<file path="src/hw/asir_defines.vh">
`ifndef ASIR_DEFINES_VH
`define ASIR_DEFINES_VH
// register offsets on the configuration port
`define ASIR_OFS_IDLE_LOW   8'h0d
`define ASIR_OFS_IDLE_HIGH  8'h0e
`define ASIR_OFS_STATUS     8'h0f
// status register field positions
`define ASIR_ST_LOOP_BIT    5
`define ASIR_ST_MODE_HI     7
`define ASIR_ST_MODE_LO     6
// idle symbol is a 10-bit character, k28.5 running-disparity-negative form
`define ASIR_SYM_W          10
`define ASIR_IDLE_RESET     10'h0fa
`define ASIR_IDLE_HI_MASK   8'h03
// reset halves of the idle symbol, split to fit the two registers
`define ASIR_IDLE_RST_LO    8'hfa
`define ASIR_IDLE_RST_HI    2'h0
// mode encodings
`define ASIR_MODE_VIDEO     2'h0
`define ASIR_FIFO_DEPTH     16
`endif

</file>
<file path="src/hw/asir_regs.v">
// Operation
// with no valid recovered data, output stream carries the idle symbol
// after reset the idle symbol is the k28.5 comma character
// idle symbol low eight bits at 0x0d, two msbs at 0x0e bits 1:0
// loop-through status bit resets to the sampled loop-through pin; here reset loads 0 and the pin is taken on the first clock after release
// read-only two-bit mode field; 00, 01, 10 mean standard video
// upper idle register keeps only bits 1:0, others read zero
`timescale 1ns/10ps
`include "asir_defines.vh"
module asir_regs #(
	parameter SYM_W = 10,
	parameter DEPTH = 16,
	parameter AW    = 4
) (
	input  wire             clk_sys,    // system clock, 125 MHz
	input  wire             sys_rst,    // async reset, active high
	input  wire [7:0]       cfg_addr,   // register offset
	input  wire [7:0]       cfg_wdata,  // write data
	input  wire             cfg_wr,     // write strobe, one cycle
	input  wire             cfg_rd,     // read strobe, one cycle
	output reg  [7:0]       cfg_rdata_q,// read data, next cycle
	output reg              cfg_rvld_q, // read data valid pulse
	input  wire             loop_pin,   // loop-through enable pin level
	input  wire [1:0]       mode_in,    // device operating state
	input  wire [SYM_W-1:0] rx_data,    // recovered character
	input  wire             rx_valid,   // recovered character is valid
	input  wire             rx_tick,    // one character slot elapsed
	output wire             rx_ready,   // fifo space, stalls recovery
	output reg  [SYM_W-1:0] out_data_q, // outgoing character
	output reg              out_vld_q,  // outgoing character strobe
	output reg              loop_en_q,  // loop-through enable status
	output reg              idle_ins_q  // current slot filled with idle
);
	reg  [7:0]       idle_lo_q;
	reg  [1:0]       idle_hi_q;
	reg  [1:0]       mode_q;
	reg              strap_q;
	reg  [7:0]       rdata_d;
	wire [SYM_W-1:0] f_data;
	wire             f_valid;
	wire [SYM_W-1:0] idle_sym;

	////////////////////////////////////////////////////////////////
	// buffering between recovery and the output slot timing
	asir_fifo #(
		.WIDTH (SYM_W),
		.DEPTH (DEPTH),
		.AW    (AW)
	) u_fifo (
		.clk_sys   (clk_sys),
		.sys_rst   (sys_rst),
		.in_data   (rx_data),
		.in_valid  (rx_valid),
		.in_ready  (rx_ready),
		.out_data  (f_data),
		.out_valid (f_valid),
		.out_ready (rx_tick)
	);

	assign idle_sym = {idle_hi_q, idle_lo_q};

	////////////////////////////////////////////////////////////////
	// configuration writes; reset value is the comma character
	always @(posedge clk_sys or posedge sys_rst) begin
		if (sys_rst) begin
			idle_lo_q <= `ASIR_IDLE_RST_LO;
			idle_hi_q <= `ASIR_IDLE_RST_HI;
		end else if (cfg_wr) begin
			if (cfg_addr == `ASIR_OFS_IDLE_LOW)
				idle_lo_q <= cfg_wdata;
			if (cfg_addr == `ASIR_OFS_IDLE_HIGH)
				idle_hi_q <= cfg_wdata[1:0];
		end
	end

	////////////////////////////////////////////////////////////////
	// strap: pin caught on the first clock after reset release, since an
	// async reset may only load constants
	always @(posedge clk_sys or posedge sys_rst) begin
		if (sys_rst) begin
			strap_q   <= 1'b0;
			loop_en_q <= 1'b0;
			mode_q    <= `ASIR_MODE_VIDEO;
		end else begin
			mode_q <= mode_in;
			if (!strap_q) begin
				strap_q   <= 1'b1;
				loop_en_q <= loop_pin;
			end
		end
	end

	////////////////////////////////////////////////////////////////
	// read mux; unmapped offsets read zero
	always @* begin
		rdata_d = 8'h00;
		case (cfg_addr)
		`ASIR_OFS_IDLE_LOW: begin
			rdata_d = idle_lo_q;
		end
		`ASIR_OFS_IDLE_HIGH: begin
			rdata_d = {6'h00, idle_hi_q};
		end
		`ASIR_OFS_STATUS: begin
			rdata_d[`ASIR_ST_MODE_HI:`ASIR_ST_MODE_LO] = mode_q;
			rdata_d[`ASIR_ST_LOOP_BIT] = loop_en_q;
		end
		default: begin
			rdata_d = 8'h00;
		end
		endcase
	end

	always @(posedge clk_sys or posedge sys_rst) begin
		if (sys_rst) begin
			cfg_rdata_q <= 8'h00;
			cfg_rvld_q  <= 1'b0;
		end else begin
			cfg_rvld_q <= cfg_rd;
			if (cfg_rd)
				cfg_rdata_q <= rdata_d;
		end
	end

	////////////////////////////////////////////////////////////////
	// every slot emits one character: data if the fifo output register holds one, else idle
	always @(posedge clk_sys or posedge sys_rst) begin
		if (sys_rst) begin
			out_data_q <= {SYM_W{1'b0}};
			out_vld_q  <= 1'b0;
			idle_ins_q <= 1'b0;
		end else begin
			out_vld_q <= rx_tick;
			if (rx_tick) begin
				out_data_q <= f_valid ? f_data : idle_sym;
				idle_ins_q <= !f_valid;
			end
		end
	end
endmodule

</file>
<file path="src/hw/asir_fifo.v">
`timescale 1ns/10ps
module asir_fifo #(
	parameter WIDTH = 10,
	parameter DEPTH = 16,
	parameter AW    = 4
) (
	input  wire             clk_sys,  // system clock
	input  wire             sys_rst,  // async reset, active high
	input  wire [WIDTH-1:0] in_data,  // write data
	input  wire             in_valid, // write request
	output wire             in_ready, // space available
	output reg  [WIDTH-1:0] out_data, // registered read data
	output reg              out_valid,// read data valid
	input  wire             out_ready // consumer takes data
);
	reg [WIDTH-1:0] mem [0:DEPTH-1];
	reg [AW:0]      wr_q;
	reg [AW:0]      rd_q;
	wire            full;
	wire            empty;
	wire            pop;
	wire            push;

	////////////////////////////////////////////////////////////////
	// flags from pointer difference, extra msb tells full from empty
	assign full     = (wr_q[AW] != rd_q[AW]) &&
	                  (wr_q[AW-1:0] == rd_q[AW-1:0]);
	assign empty    = (wr_q == rd_q);
	assign in_ready = !full;
	assign push     = in_valid && !full;
	// refill the output register whenever it is empty or being drained
	assign pop      = !empty && (!out_valid || out_ready);

	always @(posedge clk_sys) begin
		if (push)
			mem[wr_q[AW-1:0]] <= in_data;
	end

	always @(posedge clk_sys or posedge sys_rst) begin
		if (sys_rst) begin
			wr_q      <= {(AW+1){1'b0}};
			rd_q      <= {(AW+1){1'b0}};
			out_data  <= {WIDTH{1'b0}};
			out_valid <= 1'b0;
		end else begin
			if (push)
				wr_q <= wr_q + 1'b1;
			if (pop) begin
				rd_q      <= rd_q + 1'b1;
				out_data  <= mem[rd_q[AW-1:0]];
				out_valid <= 1'b1;
			end else if (out_ready)
				out_valid <= 1'b0;
		end
	end
endmodule

</file>
<file path="config.mk">
export PLATFORM = sky130hd
export DESIGN_NAME = asir_regs
export DESIGN_NICKNAME = d
export VERILOG_FILES = /design/src/hw/asir_regs.v /design/src/hw/asir_fifo.v
export VERILOG_INCLUDE_DIRS = /design/src /design/src/hw
export SDC_FILE = /design/constraint.sdc
export NUM_CORES = 1
export LEC_CHECK = 0
export BUFFER_PORTS_ARGS = -buffer_cell sky130_fd_sc_hd__buf_2
export CORE_ASPECT_RATIO = 0.8
export CORE_MARGIN = 4
export CORE_UTILIZATION = 57
export DETAILED_ROUTE_END_ITERATION = 16
export PLACE_DENSITY = 0.74
export SKIP_CTS_REPAIR_TIMING = 1
export SYNTH_ARGS = -nofsm -noshare
export SYNTH_HDL_FRONTEND = slang
export SYNTH_HIERARCHICAL = 1
export SYNTH_SLANG_ARGS = --single-unit
export TNS_END_PERCENT = 5
</file>
<file path="constraint.sdc">
create_clock -name clk_sys -period 2.6 [get_ports clk_sys]
set_input_delay 0.13 -clock clk_sys [delete_from_list [all_inputs] [get_ports clk_sys]]
set_output_delay 0.13 -clock clk_sys [all_outputs]
set_load 0.05 [all_outputs]
</file>
==> impl_metrics.tcl <==
set metrics [dict create \
    outcome "finished, final reports clean" \
    yosysSeqAreaShare_pct 71.1 \
    r2r-start "u_fifo/rd_q[4]" \
    place_area_sq_um 9340 \
    grt_pass1_wl_um 28000 \
    ys_seq_elements 216 \
    area_growth_pct 16.0 \
    relSlewSlack_pct 30.5 \
    drt_iter0_markers 384 \
    die_w_um 146 \
    holdPathEnd "u_fifo/mem[12][4]" \
    core_sq_um 15000 \
    final_area_sq_um 10100 \
    cts_buffer_depth 3 \
    wirelength_um 18100 \
    power.internal_mw 7.49 \
    synth_most_common_cell "edfxtp_1" \
    portBuffers 57 \
    tightest_slew_ps 1040 \
    die_height_um 119 \
    required_ps 2710 \
    critPathLaunchType "flop" \
    ant_nets 0 \
    drt-wirelength-per-cell_um 23.1 \
    combPwrFrac_pct 32.2 \
    clock_sinks 216 \
    cp_max_fo 10 \
    gp_congestion 0.787 \
    power_mw 11.0 \
    dp_cells 734 \
    syn_nets 525 \
    gr-usage-all-layers_pct 20.8 \
    dr.pass1.iters 4 \
    clock_latency_ps 490 \
    dp_hpwl_um 11700 \
    tns_ps 0 \
    rr_endpoint "u_fifo/mem[11][1]" \
    initial_utilization_pct 58.2 \
    p_seq_share_pct 41.5 \
    clock_skew_ps 9.68 \
    syn_avg_cell_area_sq_um 18.0 \
    grt_pass1_vias 4939 \
    vias 4742 \
    grt_max_degree 44 \
    cts_made_buffers 21 \
    synth-edff-count 160 \
    reg2reg_setup_slack_ps 390 \
    post-route-drc-count 0 \
    die_area_sq_um 17400 \
    cap_violations 0 \
    num-fill-cells 991 \
    yosysTopAreaCellShare_pct 54.9 \
    setup_viol 0 \
    hold_viol_final 0 \
    min-delay-start "rx_data[4]" \
    antenna_cells 0 \
    whs_ps 11.8 \
    p_clk_share_pct 26.4 \
    p_leak_nw 3.95 \
    routed_via_density 6.03 \
    synthCells 485 \
    switching_share_pct 31.8 \
    powerDensity_nw_per_um2 1080 \
    cts_htree_levels 1 \
    cp-end-kind "flop" \
    io_pins 58 \
    clk_pin_slew_ps 60 \
    ff2ff_path_depth 3 \
    gr-total-overflow 0 \
    grt_setup_unrepaired "false" \
    min_period_over_period_pct 85.1 \
    final_nets 622 \
    maxSlewViolCount 0 \
    cts.root.buffer_cell "clkbuf_16" \
    ir_drop_mv 0.743 \
    fin_cells 786 \
    synth_largest_area_cell "edfxtp_1" \
    synthTopCellsByCount "edfxtp_1 (160), mux2i_1 (54), dfrtp_1 (50)" \
    antenna_found_initial 0 \
    max_freq_mhz 452 \
    drive_above_1_share_pct 29.6 \
    async_flop_share_pct 25.9 \
    core.rowCount 40 \
    cts_tree "built" \
    synth_cell_types 42 \
    period_minus_slack_ps 2210 \
    ys_top_cells_by_area "edfxtp_1 (55%), dfrtp_1 (14%), mux2i_1 (6.2%)" \
    p_switching_mw 3.49 \
    worstHoldPathType "input port to flop" \
    synth_ff_type "edfxtp_1" \
    ys_warn_count 6 \
    crit_type "flop to flop" \
    worstHoldPathCells 1 \
    netlist_area_sq_um 8740 \
    arrival_ps 2320 \
]
-- per-layer routing --
layer / share of wire, % / vias to the layer above / GRT usage (%) / wire, um
li1: - / 2115 / - / -
met1: 42 / 2447 / 28.9 / 7690
met2: 49 / 145 / 34.4 / 8980
met3: 5.5 / 35 / 3.68 / 990
met4: 2.7 / 0 / 5.93 / 484
met5: 0 / - / 0 / 0
-- cell families (layout without fill, tap and decap cells) --
group	count (synthesis)	after routing	synth area share, %
AO/OA/AOI/OAI	56	56	4.99
XOR/XNOR	14	14	1.40
adder cells (fa/ha/maj)	5	5	0.715
buffers and inverters	34	146	2.03
flip-flops	216	216	71.1
multiplexers	107	107	16.2
other	1	1	0.0429
AND/OR/NAND/NOR	52	52	3.53
-- stage by stage --
stage,util (%),setup slack [ps]
after floorplan,-,353
final,67.6,386
after global routing,67.6,206
after CTS,66.6,399
after detailed placement,62.2,411
after global placement,62.2,474
-- worst max path at each step --
stage | endpoint | slack [ps] | cells past startpoint | start
after global routing | u_fifo/mem[11][8] | 210 | 3 | u_fifo/rd_q[4]
after CTS | u_fifo/out_data[0] | 400 | 5 | u_fifo/rd_q[1]
final | u_fifo/mem[11][1] | 390 | 3 | u_fifo/rd_q[4]
after detailed placement | u_fifo/out_data[0] | 410 | 5 | u_fifo/rd_q[1]
after global placement | u_fifo/out_data[9] | 470 | 5 | u_fifo/rd_q[1]
after floorplan | u_fifo/mem[3][0] | 350 | 6 | u_fifo/rd_q[1]
-- power by group through the flow --
stage	Combinational, mW	Sequential (mW)	Clock, mW
2_1_floorplan	2.38	4.75	0
3_3_place_gp	3.42	4.58	0
3_5_place_dp	3.49	4.61	0
4_1_cts	3.53	4.55	2.94
5_1_grt	3.77	4.60	3.10
6_report	3.53	4.55	2.89
-- worst max-delay path, stage by stage (launching register included) --
cell	delay, ps
dfrtp_1	420
xnor2_1	360
o211ai_1	210
nor2b_1	830
-- registers in the layout (all words and copies together) (netlist names) --
name              count
u_fifo/out_data      10
out_data_q           10
cfg_rdata_q           8
cfg_rvld_q            1
idle_lo_q             8
u_fifo/rd_q           5
u_fifo/mem          160
out_vld_q             1
loop_en_q             1
mode_q                2
idle_ins_q            1
idle_hi_q             2
u_fifo/out_valid      1
strap_q               1
u_fifo/wr_q           5
-- cell type report --
class,count,area [sq um],area share [%]
well taps,189,236,2.33
repair buffers,100,643,6.34
clock inverters,8,46.3,0.456
inverters,8,30.0,0.296
flip-flops and latches,216,6210,61.3
clock buffers,30,621,6.12
multi-input cells,235,2350,23.2
-- placed cells by master (no fill, tap or decap), drive strengths merged, types with 5 or more instances in the layout --
cell type    Yosys  routed
a21oi           10      10
a221oi          10      10
a22o            13      13
a22oi           10      10
and3            13      13
buf             14      86
clkbuf          12      30
clkinv           0       6
dfrtp           50      50
dfstp            6       6
dlygate4sd3      0      14
edfxtp         160     160
ha               5       5
inv              8       9
mux2            33      33
mux2i           54      54
mux4            20      20
nor2            13      13
nor2b            6       6
nor3             5       5
xnor2           12      12
(Power assumes the default switching activity.)
